--- src/hdl/safety_pkg.sv ---
// Constants shared by the safety diagnostic monitor files
package safety_pkg;
  // ---------------------------------------------
  // Clock and timing
  // ---------------------------------------------
  localparam int CLK_MHZ = 25;
  localparam int DEGLITCH_NS = 10000;
  localparam int DEGLITCH_CYC = DEGLITCH_NS * CLK_MHZ / 1000;
  localparam int STUCK_TIMEOUT_NS = 14000;
  localparam int STUCK_CYC = STUCK_TIMEOUT_NS * CLK_MHZ / 1000;
  localparam int GND_FILT_US = 1250;
  localparam int GND_FILT_CYC = GND_FILT_US * CLK_MHZ;
  localparam int WARN_FILT_SAMPLES = 4;
  localparam int SD_FILT_SAMPLES = 4;
  // Spreading: triangle of 15 trim steps each way over levels 0 to 15, one step per divider pulse except the turnaround pulse at each end
  localparam int SPREAD_DIV = 40;
  localparam int SPREAD_STEPS = 15;
  // ---------------------------------------------
  // Register map (byte addresses)
  // ---------------------------------------------
  localparam logic [7:0] CTRL_ADDR = 8'h00;
  localparam logic [7:0] STATUS_ADDR = 8'h04;
  localparam logic [7:0] CLEAR_ADDR = 8'h08;
  localparam logic [7:0] TEMP_ADDR = 8'h0C;
  localparam int CTRL_SPREAD_BIT = 0;
  localparam int CTRL_WARN_LO_BIT = 1;
  localparam int CTRL_WARN_HI_BIT = 2;
  localparam int CTRL_SELFTEST_BIT = 3;
  localparam logic CTRL_SPREAD_RST = 1'b0;
  localparam logic [1:0] CTRL_WARN_RST = 2'b01;
  localparam int STAT_MISMATCH = 0;
  localparam int STAT_INT_RST = 1;
  localparam int STAT_MAIN_STUCK = 2;
  localparam int STAT_AUX_STUCK = 3;
  localparam int STAT_DGND = 4;
  localparam int STAT_AGND = 5;
  localparam int STAT_WARN = 6;
  localparam int STAT_SHUTDOWN = 7;
  localparam int STAT_SAFE = 8;
  localparam int STAT_SELFTEST_OK = 9;
  localparam logic [1:0] RESP_OKAY = 2'b00;
  localparam logic [1:0] RESP_DECERR = 2'b11;
  // ---------------------------------------------
  // Temperature codes: code = ceil((degC + 66.52) / 1.378)
  // ---------------------------------------------
  localparam logic [7:0] WARN_CODE_130 = 8'h8F;
  localparam logic [7:0] WARN_CODE_140 = 8'h96;
  localparam logic [7:0] WARN_CODE_150 = 8'h9E;
  localparam logic [7:0] WARN_CODE_160 = 8'hA5;
  localparam logic [7:0] SD_CODE_175 = 8'hB0;
  localparam logic [7:0] HYST_CODE = 8'h07;
endpackage

--- src/hdl/safety_monitor.sv ---
// Safety diagnostic monitors: clocks, ground loss, temperature, spreading
// Contract
// - Loop enable inputs pass a deglitch filter of about 10 us.
// - Phase drive outputs can go high impedance, both sources off.
// - System clock nominal 40 MHz, triangular modulation when spreading; the code assumes 25 MHz (CLK_MHZ).
// - Spreading range 1.5 to 3 percent, modulation 9.7 to 39 kHz.
// - Spread enable bit: 0 off at reset, 1 on.
// - With spreading, internal delays and filters vary by the spread.
// - Without oscillator, bus keeps returning its latest response.
// - Two oscillators: main runs logic, auxiliary feeds only monitoring; the code runs on REF_CLK and only measures both.
// - Two chains: main measured against aux, aux against main.
// - Deviation of 25 percent sets mismatch; aux-relative one resets too.
// - Main period at 14 us sets reset and main stuck flags, resets.
// - Aux period timeout sets only the aux stuck flag.
// - Any clock mismatch or timeout forces the safe state.
// - Clock flags hold until failure gone and bus or pin clear.
// - A self-check verifies the clock monitor logic.
// - Ground-lost flags set after offset persists beyond 1.25 ms.
// - The ground loss detector has a self-check too.
// - 8-bit temperature code readable; Tj = 1.378*code - 66.52.
// - Warning and shutdown comparators with about 10 degree hysteresis.
// - Warning flag sets after filter time, clears when condition gone.
// - Shutdown at 175 degrees: flag, high-z, cleared by enable rise.
// - Warning select 00..11 picks 130, 140 default, 150, 160 degrees.
//
// Implementation choices: the register offsets and the AXI4-Lite slave port.
`timescale 1ns/100ps
module safety_monitor
#(
  parameter int GND_FILT = safety_pkg::GND_FILT_CYC,
  parameter int WARN_FILT = safety_pkg::WARN_FILT_SAMPLES,
  parameter int SD_FILT = safety_pkg::SD_FILT_SAMPLES
)
(
  input wire logic REF_CLK,
  input wire logic NRST,
  input wire logic AWVALID,
  output logic AWREADY,
  input wire logic [7:0] AWADDR,
  input wire logic WVALID,
  output logic WREADY,
  input wire logic [31:0] WDATA,
  input wire logic [3:0] WSTRB,
  output logic BVALID,
  input wire logic BREADY,
  output logic [1:0] BRESP,
  input wire logic ARVALID,
  output logic ARREADY,
  input wire logic [7:0] ARADDR,
  output logic RVALID,
  input wire logic RREADY,
  output logic [31:0] RDATA,
  output logic [1:0] RRESP,
  input wire logic [1:0] LOOP_ENABLE_PIN,
  input wire logic MAIN_OSC,
  input wire logic AUX_OSC,
  input wire logic DGND_HIGH,
  input wire logic AGND_HIGH,
  input wire logic [7:0] TEMP_CODE,
  input wire logic TEMP_VALID,
  input wire logic [7:0] PHASE_DRIVE_IN,
  output logic [7:0] PHASE_DRIVE_OUT,
  output logic [7:0] PHASE_DRIVE_OE,
  output logic [3:0] SPREAD_TRIM,
  output logic SAFE_STATE,
  output logic INT_RESET
);
  import safety_pkg::*;

  typedef struct packed
  {
    logic spread_en;
    logic [1:0] warn_sel;
    logic aw_got;
    logic w_got;
    logic [7:0] waddr;
    logic [31:0] wdata;
    logic wstrb0;
    logic bvalid;
    logic [1:0] bresp;
    logic rvalid;
    logic [31:0] rdata;
    logic [1:0] rresp;
    logic main_q;
    logic aux_q;
    logic [8:0] main_cnt;
    logic [8:0] aux_cnt;
    logic [8:0] main_per;
    logic [8:0] aux_per;
    logic mismatch;
    logic int_rst_flag;
    logic main_stuck;
    logic aux_stuck;
    logic dgnd;
    logic agnd;
    logic warn;
    logic sd;
    logic selftest_ok;
    logic rst_cond;
    logic int_reset;
    logic safe;
    logic [1:0] en_q;
    logic [7:0] code;
    logic warn_cmp;
    logic sd_cmp;
    logic [7:0] warn_cnt;
    logic [7:0] sd_cnt;
    logic [5:0] div_cnt;
    logic [3:0] tri_lvl;
    logic tri_up;
    logic [3:0] trim;
    logic [7:0] phase_out;
    logic [7:0] phase_oe;
  } state_s;
  state_s s;
  state_s next_s;

  // ---------------------------------------------
  // Helpers
  // ---------------------------------------------
  // Deviation of x/y from one by 25 percent or more
  function automatic logic dev_hit(input logic [8:0] x, input logic [8:0] y);
    logic [11:0] x4;
    logic [11:0] y5;
    logic [11:0] y3;
    x4 = {1'b0, x, 2'b00};
    y5 = {3'b000, y} + {1'b0, y, 2'b00};
    y3 = {3'b000, y} + {2'b00, y, 1'b0};
    return (x4 >= y5) || (x4 <= y3);
  endfunction

  function automatic logic [7:0] warn_code(input logic [1:0] sel);
    logic [7:0] c;
    unique case (sel)
      2'b00: c = WARN_CODE_130;
      2'b01: c = WARN_CODE_140;
      2'b10: c = WARN_CODE_150;
      2'b11: c = WARN_CODE_160;
    endcase
    return c;
  endfunction

  // Hysteresis comparator: trips at th, releases below th - HYST_CODE
  function automatic logic hyst_cmp(input logic on, input logic [7:0] code,
    input logic [7:0] th);
    return on ? (code >= th - HYST_CODE) : (code >= th);
  endfunction

  // ---------------------------------------------
  // Input filters
  // ---------------------------------------------
  // Filter times scale with the clock, so spreading jitters them alike
  logic [1:0] en_filt;
  logic dgnd_filt;
  logic agnd_filt;
  genvar gi;
  generate
    for (gi = 0; gi < 2; gi++)
    begin : g_en
      persist_filter #(.CYCLES(DEGLITCH_CYC)) u_en_filt (
        .clk(REF_CLK),
        .rst_n(NRST),
        .level(LOOP_ENABLE_PIN[gi]),
        .filtered(en_filt[gi])
      );
    end
  endgenerate
  persist_filter #(.CYCLES(GND_FILT)) u_dgnd_filt (
    .clk(REF_CLK),
    .rst_n(NRST),
    .level(DGND_HIGH),
    .filtered(dgnd_filt)
  );
  persist_filter #(.CYCLES(GND_FILT)) u_agnd_filt (
    .clk(REF_CLK),
    .rst_n(NRST),
    .level(AGND_HIGH),
    .filtered(agnd_filt)
  );

  // ---------------------------------------------
  // Combinational next state
  // ---------------------------------------------
  logic main_rise;
  logic aux_rise;
  logic mis1;
  logic mis2;
  logic main_to;
  logic aux_to;
  logic en_rise;
  logic wr_go;
  logic bus_clr;
  logic clr;
  logic [31:0] status;

  always_comb
  begin
    next_s = s;
    // REF_CLK runs the system; main and aux oscillators are both only sampled and measured
    main_rise = MAIN_OSC && !s.main_q;
    aux_rise = AUX_OSC && !s.aux_q;
    main_to = s.main_cnt == 9'(STUCK_CYC);
    aux_to = s.aux_cnt == 9'(STUCK_CYC);
    // Chain one: aux against main; chain two: main against aux
    mis1 = (s.main_per != '0) && (s.aux_per != '0) && dev_hit(s.aux_per, s.main_per);
    mis2 = (s.main_per != '0) && (s.aux_per != '0) && dev_hit(s.main_per, s.aux_per);
    en_rise = |(en_filt & ~s.en_q);
    status = '0;
    status[STAT_MISMATCH] = s.mismatch;
    status[STAT_INT_RST] = s.int_rst_flag;
    status[STAT_MAIN_STUCK] = s.main_stuck;
    status[STAT_AUX_STUCK] = s.aux_stuck;
    status[STAT_DGND] = s.dgnd;
    status[STAT_AGND] = s.agnd;
    status[STAT_WARN] = s.warn;
    status[STAT_SHUTDOWN] = s.sd;
    status[STAT_SAFE] = s.safe;
    status[STAT_SELFTEST_OK] = s.selftest_ok;

    // AXI4-Lite write: address and data in either order
    if (AWVALID && !s.aw_got)
    begin
      next_s.aw_got = 1'b1;
      next_s.waddr = AWADDR;
    end
    if (WVALID && !s.w_got)
    begin
      next_s.w_got = 1'b1;
      next_s.wdata = WDATA;
      next_s.wstrb0 = WSTRB[0];
    end
    wr_go = s.aw_got && s.w_got && !s.bvalid;
    bus_clr = 1'b0;
    if (wr_go)
    begin
      next_s.aw_got = 1'b0;
      next_s.w_got = 1'b0;
      next_s.bvalid = 1'b1;
      next_s.bresp = RESP_OKAY;
      unique case (s.waddr)
        CTRL_ADDR:
        begin
          if (s.wstrb0)
          begin
            next_s.spread_en = s.wdata[CTRL_SPREAD_BIT];
            next_s.warn_sel = {s.wdata[CTRL_WARN_HI_BIT], s.wdata[CTRL_WARN_LO_BIT]};
            if (s.wdata[CTRL_SELFTEST_BIT])
            begin
              // Known-good and known-bad periods through the same comparator
              next_s.selftest_ok = dev_hit(9'h010, 9'h008) && !dev_hit(9'h008, 9'h008)
                && !(DGND_HIGH && AGND_HIGH);
            end
          end
        end
        CLEAR_ADDR: bus_clr = s.wstrb0 && s.wdata[0];
        STATUS_ADDR, TEMP_ADDR: ;
        default: next_s.bresp = RESP_DECERR;
      endcase
    end
    if (s.bvalid && BREADY)
      next_s.bvalid = 1'b0;

    // AXI4-Lite read; data stays put between answers
    if (ARVALID && !s.rvalid)
    begin
      next_s.rvalid = 1'b1;
      next_s.rresp = RESP_OKAY;
      unique case (ARADDR)
        CTRL_ADDR: next_s.rdata = {29'h0, s.warn_sel, s.spread_en};
        STATUS_ADDR: next_s.rdata = status;
        CLEAR_ADDR: next_s.rdata = '0;
        TEMP_ADDR: next_s.rdata = {24'h0, s.code};
        default:
        begin
          next_s.rdata = '0;
          next_s.rresp = RESP_DECERR;
        end
      endcase
    end
    if (s.rvalid && RREADY)
      next_s.rvalid = 1'b0;

    // Oscillator period measurement in REF_CLK cycles
    next_s.main_q = MAIN_OSC;
    next_s.aux_q = AUX_OSC;
    if (main_rise)
    begin
      next_s.main_per = s.main_cnt;
      next_s.main_cnt = 9'h001;
    end
    else if (!main_to)
      next_s.main_cnt = s.main_cnt + 9'h001;
    if (aux_rise)
    begin
      next_s.aux_per = s.aux_cnt;
      next_s.aux_cnt = 9'h001;
    end
    else if (!aux_to)
      next_s.aux_cnt = s.aux_cnt + 9'h001;

    // Flags: set wins over clear, clear only once the cause is gone
    clr = bus_clr || en_rise;
    next_s.en_q = en_filt;
    if (clr && !(mis1 || mis2))
      next_s.mismatch = 1'b0;
    if (clr && !main_to)
    begin
      next_s.main_stuck = 1'b0;
      next_s.int_rst_flag = 1'b0;
    end
    if (clr && !aux_to)
      next_s.aux_stuck = 1'b0;
    if (clr && !dgnd_filt)
      next_s.dgnd = 1'b0;
    if (clr && !agnd_filt)
      next_s.agnd = 1'b0;
    if (mis1 || mis2)
      next_s.mismatch = 1'b1;
    if (main_to)
    begin
      next_s.main_stuck = 1'b1;
      next_s.int_rst_flag = 1'b1;
    end
    if (aux_to)
      next_s.aux_stuck = 1'b1;
    if (dgnd_filt)
      next_s.dgnd = 1'b1;
    if (agnd_filt)
      next_s.agnd = 1'b1;
    // Reset pulse only from aux-relative deviation or main timeout
    next_s.rst_cond = mis1 || main_to;
    next_s.int_reset = (mis1 || main_to) && !s.rst_cond;

    // Temperature: sample on each conversion, filter in samples
    if (TEMP_VALID)
    begin
      next_s.code = TEMP_CODE;
      next_s.warn_cmp = hyst_cmp(s.warn_cmp, TEMP_CODE, warn_code(s.warn_sel));
      next_s.sd_cmp = hyst_cmp(s.sd_cmp, TEMP_CODE, SD_CODE_175);
      if (!next_s.warn_cmp)
        next_s.warn_cnt = '0;
      else if (s.warn_cnt != 8'(WARN_FILT))
        next_s.warn_cnt = s.warn_cnt + 8'h01;
      if (!next_s.sd_cmp)
        next_s.sd_cnt = '0;
      else if (s.sd_cnt != 8'(SD_FILT))
        next_s.sd_cnt = s.sd_cnt + 8'h01;
    end
    next_s.warn = next_s.warn_cmp && (s.warn || next_s.warn_cnt == 8'(WARN_FILT));
    if (!next_s.sd_cmp && en_rise)
      next_s.sd = 1'b0;
    if (next_s.sd_cmp && next_s.sd_cnt == 8'(SD_FILT))
      next_s.sd = 1'b1;

    // Safe state turns all phase drives to high impedance
    next_s.safe = next_s.mismatch || next_s.main_stuck || next_s.aux_stuck
      || next_s.sd;
    next_s.phase_out = next_s.safe ? 8'h00 : PHASE_DRIVE_IN;
    next_s.phase_oe = next_s.safe ? 8'h00 : 8'hFF;

    // Triangular trim for the oscillator around its 25 MHz carrier
    if (s.div_cnt == 6'(SPREAD_DIV - 1))
    begin
      next_s.div_cnt = '0;
      if (s.tri_up && s.tri_lvl == 4'(SPREAD_STEPS))
        next_s.tri_up = 1'b0;
      else if (!s.tri_up && s.tri_lvl == 4'h0)
        next_s.tri_up = 1'b1;
      else
        next_s.tri_lvl = s.tri_up ? s.tri_lvl + 4'h1 : s.tri_lvl - 4'h1;
    end
    else
      next_s.div_cnt = s.div_cnt + 6'h01;
    next_s.trim = s.spread_en ? s.tri_lvl : 4'h0;
  end

  // ---------------------------------------------
  // State register
  // ---------------------------------------------
  always_ff @(posedge REF_CLK or negedge NRST)
  begin
    if (!NRST)
    begin
      s <= '0;
      s.spread_en <= CTRL_SPREAD_RST;
      s.warn_sel <= CTRL_WARN_RST;
      s.tri_up <= 1'b1;
    end
    else
      s <= next_s;
  end

  assign AWREADY = !s.aw_got;
  assign WREADY = !s.w_got;
  assign BVALID = s.bvalid;
  assign BRESP = s.bresp;
  assign ARREADY = !s.rvalid;
  assign RVALID = s.rvalid;
  assign RDATA = s.rdata;
  assign RRESP = s.rresp;
  assign PHASE_DRIVE_OUT = s.phase_out;
  assign PHASE_DRIVE_OE = s.phase_oe;
  assign SPREAD_TRIM = s.trim;
  assign SAFE_STATE = s.safe;
  assign INT_RESET = s.int_reset;
endmodule

--- src/hdl/persist_filter.sv ---
// Persistence filter: output follows input after a stable run of CYCLES
`timescale 1ns/100ps
module persist_filter
#(
  parameter int CYCLES = 250
)
(
  input wire logic clk,
  input wire logic rst_n,
  input wire logic level,
  output logic filtered
);
  localparam int CW = $clog2(CYCLES + 1);
  typedef struct packed
  {
    logic [CW-1:0] cnt;
    logic out;
  } filt_s;
  filt_s s;
  filt_s next_s;

  always_comb
  begin
    next_s = s;
    if (level == s.out)
    begin
      next_s.cnt = '0;
    end
    else if (s.cnt == CW'(CYCLES - 1))
    begin
      next_s.out = level;
      next_s.cnt = '0;
    end
    else
    begin
      next_s.cnt = s.cnt + 1'b1;
    end
  end

  always_ff @(posedge clk or negedge rst_n)
  begin
    if (!rst_n)
      s <= '0;
    else
      s <= next_s;
  end

  assign filtered = s.out;
endmodule

--- config.mk ---
export PLATFORM = sky130hd
export DESIGN_NAME = safety_monitor
export DESIGN_NICKNAME = d
export VERILOG_FILES = /design/src/hdl/safety_pkg.sv /design/src/hdl/safety_monitor.sv /design/src/hdl/persist_filter.sv
export SDC_FILE = /design/constraint.sdc
export NUM_CORES = 1
export LEC_CHECK = 0
export ABC_CLOCK_PERIOD_IN_PS = 9080
export BUFFER_PORTS_ARGS = -buffer_cell sky130_fd_sc_hd__buf_2
export CORE_MARGIN = 3
export CORE_UTILIZATION = 36
export DETAILED_ROUTE_END_ITERATION = 16
export PLACE_DENSITY_LB_ADDON = 0.05
export SLEW_MARGIN = 0
export SYNTH_ARGS = -nofsm -noshare
export SYNTH_HDL_FRONTEND = slang
export SYNTH_SLANG_ARGS = --single-unit
--- constraint.sdc ---
create_clock -name REF_CLK -period 9.08 [get_ports REF_CLK]
set_clock_uncertainty 0.1 [all_clocks]
set_input_delay 0 -clock REF_CLK [delete_from_list [all_inputs] [get_ports REF_CLK]]
set_output_delay 0 -clock REF_CLK [all_outputs]
set_load 0.02 [all_outputs]
# [Word-level counts from Yosys, hierarchy flattened]
# Index checks and enable logic that the tools add are counted.
[op_classes] n_eq_ne=27 order_cmp=8 bitwise_logic=8 n_addsub=16 reduce_logical=74 muxes=52
[ops] op="$mux W8" count=11
[ops] op="$mux W15" count=4
[ops] op="$mux W9" count=4
[ops] op="$mux W35" count=1
[ops] op="$add A8 B1 Y8 const B" count=4
[ops] op="$eq A8 B3 Y1 const B" count=4
[ops] op="$eq A8 B4 Y1 const B" count=4
[ops] op="$pmux W8 S4" count=1
[ops] op="$add A15 B1 Y15 const B" count=2
[ops] op="$eq A15 B15 Y1 const B" count=2
[ops] op="$pmux W10 S3" count=1
[ops] op="$logic_and A1 B1 Y1" count=25
[ops] op="$add A9 B11 Y12" count=2
[ops] op="$ge A11 B12 Y1" count=2
[ops] op="$add A9 B10 Y11" count=2
[ops] op="$le A11 B11 Y1" count=2
[ops] op="$mux W1" count=20
[ops] op="$add A9 B1 Y9 const B" count=2
[ops] op="$eq A9 B9 Y1 const B" count=2
[ops] op="$mux W18" count=1
[ops] op="$reduce_bool A9 Y1" count=2
[ops] op="$eq A8 B8 Y1 const B" count=2
[ops] op="$ge A8 B8 Y1" count=2
[ops] op="$ge A8 B8 Y1 const B" count=2
[ops] op="other kinds (29)" count=81
[word_totals] elab_cells=235 register_bits=215 in_bits=82 out_inout_bits=63

# [Depth between registers and ports, before layout]
# Gate-level depths: netlist (run 1).
[depth] ltp_word=14 ltp_mapped=18 depth_no_buf=17

# [Hierarchy]
# Synthesis (run 1) repeated with hierarchy kept, for this count alone.
[unflattened] cells_unflattened=1168 hier_area_um2=11345.9
[by_module_without_submodules] module="safety_monitor" cells_per_inst=918 instances=1 seq_area_each_um2=3355.7 area_per_inst_um2=8826.0
[by_module_without_submodules] module="persist_filter at u_agnd_filt ..." cells_per_inst=82 instances=2 seq_area_each_um2=400.4 area_per_inst_um2=814.5
[by_module_without_submodules] module="persist_filter at g_en[0].u_en_filt ..." cells_per_inst=43 instances=2 seq_area_each_um2=225.2 area_per_inst_um2=445.4

# [Worst setup path before layout (run 1)]
# Ideal clock, no wire load.
[synth_path] path_kind="register to register" from="register s[82] in the netlist's numbering" to="register s, in the netlist PHASE_DRIVE_OUT[0]" required_time_ns=8.860 setup_ns=0.120 slack_ns=5.671 path_buffers=1 period_less_slack_ns=3.409 path_stages_with_launch=17 t_arrival_ns=3.190 cell_sequence="dfrtp_1 > inv_1 > ha_1 > nor2b_1 > o21ai_1 > a21oi_1 > o21ai_1 > nand2b_1 > a31o_1 > xnor2_1 > ha_1 > and4_1 > a221oi_1 > a211oi_1 > a41oi_1 > clkbuf_1 > and3b_1"
[synth_lines] element="start: declaration" line="safety_monitor.sv:115" rtl="state_s s;"
[synth_lines] element="start signal: assignment" line="safety_monitor.sv:390" rtl="s <= next_s;"

==> results of run 1 <==
## state kept, by name (all words and copies together), names as in the netlist
name and cells:
s 105, SPREAD_TRIM 4, u_agnd_filt.filtered 1, PHASE_DRIVE_OE 1
RVALID 1, SAFE_STATE 1, RRESP 1, RDATA 10
INT_RESET 1, u_dgnd_filt.filtered 1, PHASE_DRIVE_OUT 8, BRESP 1
BVALID 1, g_en.u_en_filt.filtered 2, u_agnd_filt.s 15, g_en.u_en_filt.s 16
u_dgnd_filt.s 15
## worst max-delay path, cell delays in order, from the launching register on
cell and delay [ps]:
dfrtp_1 510, ha_1 260, inv_1 60, fa_1 400, nor2b_1 130, o21ai_1 90, a21boi_1 160, o21ai_1 90
nand2_1 90, xnor2_1 60, ha_1 190, a211oi_1 340, o211ai_1 210, a211oi_1 240, a311oi_1 90, a211oi_1 320
a41oi_1 560, nand2b_1 330
## report_power, final
group / internal [mW] / switching (mW) / leakage [nW] / total (mW)
sequential: 0.908 / 0.0997 / 2.41 / 1.01
combinational: 0.308 / 0.367 / 3.39 / 0.675
clock: 0.427 / 0.326 / 0.282 / 0.754
## cells in the mapped netlist (3+ instances only)
cell type	count	area [sq um]
dfrtp_1	182	4550
ha_1	109	1360
nor2_1	103	387
nand2_1	94	353
inv_1	66	248
buf_4	56	420
o21ai_1	54	270
nand3_1	51	255
xor2_1	50	438
xnor2_1	41	359
a21oi_1	35	175
o21ai_0	23	115
and3_1	22	138
clkbuf_1	22	82.6
mux2_2	19	214
nor2b_1	18	113
nand2b_1	17	106
a21o_1	16	120
nand4_1	14	87.6
a211oi_1	13	97.6
nor3_1	12	60.1
a31oi_1	8	50.1
and3b_1	8	70.1
mux2i_1	8	80.1
mux2_1	7	78.8
a22o_1	5	43.8
and2_1	5	31.3
fa_1	5	100
or3_1	5	31.3
inv_2	4	15.0
nor4_1	4	25.0
or4_1	4	30.0
a41oi_1	3	26.3
and4b_1	3	30.0
nand3b_1	3	22.5
nand4b_1	3	26.3
nor3b_1	3	22.5
nor4b_1	3	26.3
o211ai_1	3	22.5
o2bb2ai_1	3	26.3
o31ai_1	3	22.5
## metal layers
layer | up-vias | GRT usage, % | wire length (microns)
met5 | - | 0 | 0
met4 | 0 | 3.56 | 233
met3 | 15 | 2.92 | 902
met2 | 139 | 23.2 | 10600
met1 | 3768 | 21.8 | 12300
li1 | 4096 | - | -
## final cells by class
cell class	count	area, sq um
fillers	2917	17300
multi-input cells	831	5780
flip-flops and latches	184	4610
repair buffers	144	982
well taps	390	488
clock buffers	21	470
inverters	71	267
clock inverters	10	119
## what timing repair did
action,in CTS,in global routing
hold buffers,48,0
resized for setup,0,0
buffers inserted,0,0
endpoints found under the hold margin,137,0
## per-stage QoR
stage | worst slack (ps) | cells | hold slack [ps] | util [%]
final | 4720 | 1651 | 8.21 | 42.3
after global routing | 4240 | 1651 | 49.4 | 42.3
after CTS | 4620 | 1651 | 22.2 | 42.3
after detailed placement | 4620 | 1572 | -72.3 | 38.8
after global placement | 4640 | 1572 | -78.5 | 38.8
after floorplan | 5670 | 1166 | -396 | -
## kinds of logic (layout without fill, tap and decap cells)
group | after synthesis | after routing | synth area share, %
AOI/OAI and AO/OA | 192 | 192 | 10.8
adders and majority gates | 114 | 114 | 13.2
and+or+nand+nor | 378 | 378 | 16.8
DFF | 184 | 184 | 41.5
buffers and inverters | 151 | 246 | 7.13
xor gates and xnor gates | 91 | 91 | 7.18
other | 1 | 22 | 0.0338
muxes | 34 | 34 | 3.36
## worst paths after layout
kind | start | cells after the start | end
worst max-delay path | s[82] | 17 | SAFE_STATE
worst min-delay path | NRST | 2 | PHASE_DRIVE_OUT[4]
worst max register to register | s[82] | 17 | SAFE_STATE
worst min register to register | s[61] | 1 | INT_RESET
max in group asynchronous | NRST | 4 | g_en[0].u_en_filt.filtered
min in group REF_CLK | ARVALID | 3 | RVALID
==> impl_metrics.py, run 1 <==
metrics = {
    "status": {
        "status": "finished, final reports clean",
    },
    "placement": {
        "dpl.hpwl_microns": 17600,
        "gp_congestion": 0.771,
        "port_buffers": 91,
        "dpl_cell_area_sq_um": 11600,
    },
    "route": {
        "vias": 8018,
        "antenna_left": 0,
        "firstDrtPassIters": 4,
        "drt-total-wl_microns": 24100,
        "drt_iter0_markers": 355,
        "vias_per_cell": 4.86,
        "drc": 0,
        "wl_per_cell_microns": 14.6,
    },
    "global_route": {
        "grt_max_degree": 67,
        "grt_pass1_vias": 8016,
        "grt_pass1_wl_microns": 40800,
        "grt_overflow": 0,
        "antenna_found_initial": 0,
        "track_usage_pct": 15.0,
    },
    "yosys": {
        "syn_inst": 1145,
        "ys_ff_latch": 184,
        "ys.flop_type": "dfrtp_1",
        "yosysWarnings": 0,
        "yosysSeqAreaShare_pct": 41.5,
        "syn_area_sq_um": 11100,
        "synth.distinct_cells": 71,
        "syn_avg_cell_area_sq_um": 9.70,
        "synth_edf_count": 0,
        "async_reset_ff_share_pct": 100,
    },
    "die": {
        "die_h_microns": 182,
        "initial_utilization_pct": 37.0,
        "core_sq_um": 30000,
        "pin_count": 145,
        "fp.dieW_microns": 182,
        "die_area_sq_um": 33000,
        "num_rows": 63,
    },
    "finish": {
        "antenna_cells": 0,
        "layout-drive-gt1-share_pct": 12.2,
        "fin_area_sq_um": 12700,
        "area_growth_syn_to_layout_pct": 14.5,
        "final_common_cell": "dfrtp_1",
        "layout_common_cells": "dfrtp_1, ha_1, nor2_1",
        "fin_nets": 1445,
    },
    "critical_path": {
        "critical_path_peak_fanout": 11,
        "start_kind": "flip-flop",
        "setup.worst_path.end_class": "flip-flop",
        "crit_arrival_ps": 4570,
        "cp_data_required_time_ps": 9290,
        "path_class": "flip-flop to flip-flop",
        "r2r_slack_ps": 4720,
    },
    "clocking": {
        "cts-htree-levels": 4,
        "cts_inserted_buffers": 17,
        "path_clk_slew_ps": 70,
        "cts_sinks": 184,
        "clk_latency_ps": 430,
        "cts_tree": "built",
        "root_buffer": "clkbuf_16",
        "cts_buffer_depth": 2,
    },
    "timing": {
        "rsz0062_at_grt": "false",
        "finalCritPeriodShare_pct": 48.0,
        "fin_crit_ps": 4360,
        "slew_violations": 0,
        "fin_setup_tns_ps": 0,
        "max_freq_mhz": 229,
        "report.final.hold_viol_count": 0,
        "tightestPinTransition_ps": 1090,
        "finalSetupViolCount": 0,
        "slew_headroom_pct": 26.2,
    },
    "min_path": {
        "hp-class": "input port to async pin",
    },
    "power": {
        "power_leakage_nw": 6.08,
        "totalPowerFinal_mw": 2.44,
        "p_per_area_nw_per_um2": 192,
        "peakVddDrop_v": 0.000130,
    },
    "job": {
        "maxCapViolations": 0,
    },
}
Note: power is estimated with default switching activity, not from simulation.
==> run 2, diff against run 1 <==
ABC_AREA = 1   (was not set)
ABC_CLOCK_PERIOD_IN_PS = 4500   (was 9080)
clock period = 4.5 ns   (was 9.08 ns; I/O delays follow)
==> run 2 against run 1 <==
Effect of this change:
- utilization up 0.51 points
- count of clock-buffer cells in the layout unchanged
- sequential power up 100%
- worst hold slack better by 25 ps
- sequential cell count unchanged
- global-route usage up 0.75 points
- final cell count up 14%
- worst setup slack worse by 4100 ps
- clock power up 99%
- fmax up 13%
==> impl_metrics.py, run 2 <==
metrics = {
    "clocking": {
        "cts_inserted_buffers": 17,
        "cts_sinks": 184,
        "root_buffer": "clkbuf_16",
        "cts-htree-levels": 4,
        "clk_latency_ps": 440,
        "cts_resized": 0,
        "cts_tree": "built",
        "path_clk_slew_ps": 70,
        "cts_buffer_depth": 2,
    },
    "route": {
        "drt_iter0_markers": 383,
        "firstDrtPassIters": 5,
        "wl_per_cell_microns": 13.7,
        "vias_per_cell": 4.66,
        "antenna_left": 0,
        "drt-total-wl_microns": 25700,
        "vias": 8768,
        "drc": 0,
    },
    "die": {
        "fp.dieW_microns": 185,
        "num_rows": 64,
        "initial_utilization_pct": 37.1,
        "pin_count": 145,
        "die_area_sq_um": 34100,
        "die_h_microns": 185,
        "core_sq_um": 31000,
    },
    "finish": {
        "area_growth_syn_to_layout_pct": 15.6,
        "fin_area_sq_um": 13300,
        "final_common_cell": "nand2_1",
        "layout_common_cells": "nand2_1, inv_1, dfrtp_1",
        "fin_nets": 1669,
        "layout-drive-gt1-share_pct": 13.4,
        "num-fill-cells": 3171,
        "reg_top3": "s: 105 flops, g_en.u_en_filt.s: 16 flops",
        "multi_input_area_sq_um": 5690,
        "largest_register_ffs": 105,
        "final_core_util_pct": 42.8,
        "regArea_sq_um": 4610,
        "top_register": "s",
        "antenna_cells": 0,
    },
    "timing": {
        "rsz0062_at_grt": "false",
        "report.final.hold_viol_count": 0,
        "slew_headroom_pct": 53.9,
        "finalCritPeriodShare_pct": 85.6,
        "tightestPinTransition_ps": 692,
        "max_freq_mhz": 260,
        "fin_setup_tns_ps": 0,
        "slew_violations": 0,
        "fin_crit_ps": 3850,
        "finalSetupViolCount": 0,
    },
    "global_route": {
        "antenna_found_initial": 0,
        "track_usage_pct": 15.8,
        "grt_pass1_wl_microns": 43600,
        "grt_max_degree": 84,
        "grt_pass1_vias": 8752,
        "grt_overflow": 0,
    },
    "power": {
        "power_frac_clock_pct": 28.8,
        "p_switching_mw": 1.88,
        "power_leakage_nw": 6.62,
        "p_comb_share_pct": 32.1,
        "power_frac_seq_pct": 39.1,
        "p_per_area_nw_per_um2": 392,
        "peakVddDrop_v": 0.000300,
        "p_int_mw": 3.32,
        "switching_share_pct": 36.1,
    },
    "yosys": {
        "yosysSeqAreaShare_pct": 40.1,
        "syn_avg_cell_area_sq_um": 8.55,
        "synth.distinct_cells": 55,
        "synth_common_cells": "nand2_1, inv_1, dfrtp_1, nor2_1, ha_1",
        "syn_inst": 1343,
        "synth_edf_count": 0,
        "ys_ff_latch": 184,
        "synth.most_common_cell": "nand2_1",
        "yosysWarnings": 0,
        "ys.flop_type": "dfrtp_1",
        "async_reset_ff_share_pct": 100,
        "synth.area.top_cells": "dfrtp_1, ha_1, nand2_1",
        "netlist.area_leader.share_pct": 39.7,
        "synth_top_area_cell": "dfrtp_1",
        "syn_area_sq_um": 11500,
    },
    "placement": {
        "dpl.hpwl_microns": 18900,
        "dpl_cell_area_sq_um": 12100,
        "port_buffers": 91,
        "gp_congestion": 0.820,
    },
    "critical_path": {
        "max_stage_delay_ps": 480,
        "cp_slowest_cell": "dfrtp_1",
        "path_class": "flip-flop to flip-flop",
        "r2r_start": "s[71]",
        "crit_arrival_ps": 4090,
        "critPathTopFamily": "simple AND/OR/NAND/NOR gates",
        "rr_endpoint": "SAFE_STATE",
        "path_buf_inv": 3,
        "r2r_cells": 24,
        "cp_cell_sequence": "ha_1 > inv_1 > fa_1 > o31ai_1 > nand2_1 > nand2_1 > a21oi_1 > nor2_1 > nor2_1 > nor2_1 > nor2_1 > xor2_1 > ha_1 > nand2_1 > nor2_1 > o21ai_0 > nand3_1 > o31ai_1 > inv_1 > nand2_1 > nand2_1 > nand3_4 > nor2_4 > inv_2",
        "setup.worst_path.end_class": "flip-flop",
        "r2r_slack_ps": 650,
        "cp_data_required_time_ps": 4740,
        "start_kind": "flip-flop",
        "critical_path_peak_fanout": 10,
    },
    "min_path": {
        "min_path_cells": 6,
        "holdCritStartpoint": "ARADDR[4]",
        "hp-class": "input port to flip-flop",
        "min_to": "RDATA[0]",
    },
    "job": {
        "maxCapViolations": 0,
    },
    "status": {
        "status": "finished, final reports clean",
    },
}
run 2: changes by cell type in the layout (fill, tap and decap cells not counted), moves of 23 or more:
cell,previous run,this run
xnor2_1,41,16
nor3_1,12,35
a21oi_1,35,64
nand2_1,94,214
inv_1,66,202
o21ai_0,23,72
o21ai_1,54,6
run 2: worst register-to-register path, delay by kind of cell, from the launching register on:
family,cells,cell delay [ps]
fa+ha+maj,3,920
simple gates,13,1340
xor+xnor,1,140
buf+inv,3,150
compound gates,4,640
flops,1,480
run 2: worst max path at each step:
stage	startpoint	endpoint	slack (ps)	cells past startpoint
after floorplan	s[72]	SAFE_STATE	1150	24
after global placement	s[72]	SAFE_STATE	660	24
after detailed placement	s[72]	SAFE_STATE	640	24
after CTS	s[72]	SAFE_STATE	620	24
after global routing	s[71]	PHASE_DRIVE_OUT[0]	250	23
final	s[71]	SAFE_STATE	650	24
run 2: cell families (layout without fill, tap and decap cells):
family	after synthesis	count (layout)	share of synthesized area, %
AOI/OAI and AO/OA	195	195	9.76
and+or+nand+nor	494	494	20.3
other	1	22	0.0326
buffers and inverters	279	401	11.0
muxes	13	13	1.27
xor gates and xnor gates	63	63	4.80
DFF	184	184	40.1
adders and majority gates	114	114	12.7
run 2: metal layers:
layer | part of all wire, % | track usage, %
met1 | 50 | 21.8
met2 | 46 | 25.8
met3 | 3.0 | 2.84
met4 | 0.94 | 3.69
met5 | 0 | 0
run 2: repair_timing:
item | 4_1_cts | 5_1_grt
setup buffers | 0 | 0
hold endpoints to repair | 171 | 0
hold buffers | 61 | 0
run 2: area by class of cell:
| type | count | area share [%] |
|---|---|---|
| multi-input cells | 901 | 42.9 |
| flip-flops and latches | 184 | 34.7 |
| repair buffers | 158 | 8.43 |
| inverters | 211 | 5.96 |
| well taps | 396 | 3.73 |
| clock buffers | 21 | 3.47 |
| clock inverters | 11 | 0.829 |
run 2: metrics by stage:
stage,std cells,power (mW),setup slack [ps],hold WS (ps)
floorplan,1364,3.24,1150,-396
global placement,1789,3.70,660,9.30
detailed placement,1789,3.69,639,-2.33
CTS,1882,5.30,615,30.6
global route,1882,5.66,251,84.0
finish,1882,5.20,648,32.9
run 2: power groups by stage:
stage	Combinational [mW]	Sequential (mW)	Clock, mW
after floorplan	1.22	2.02	0
after global placement	1.63	2.07	0
after detailed placement	1.62	2.07	0
after CTS	1.69	2.04	1.57
after global routing	1.95	2.07	1.65
final	1.67	2.03	1.50
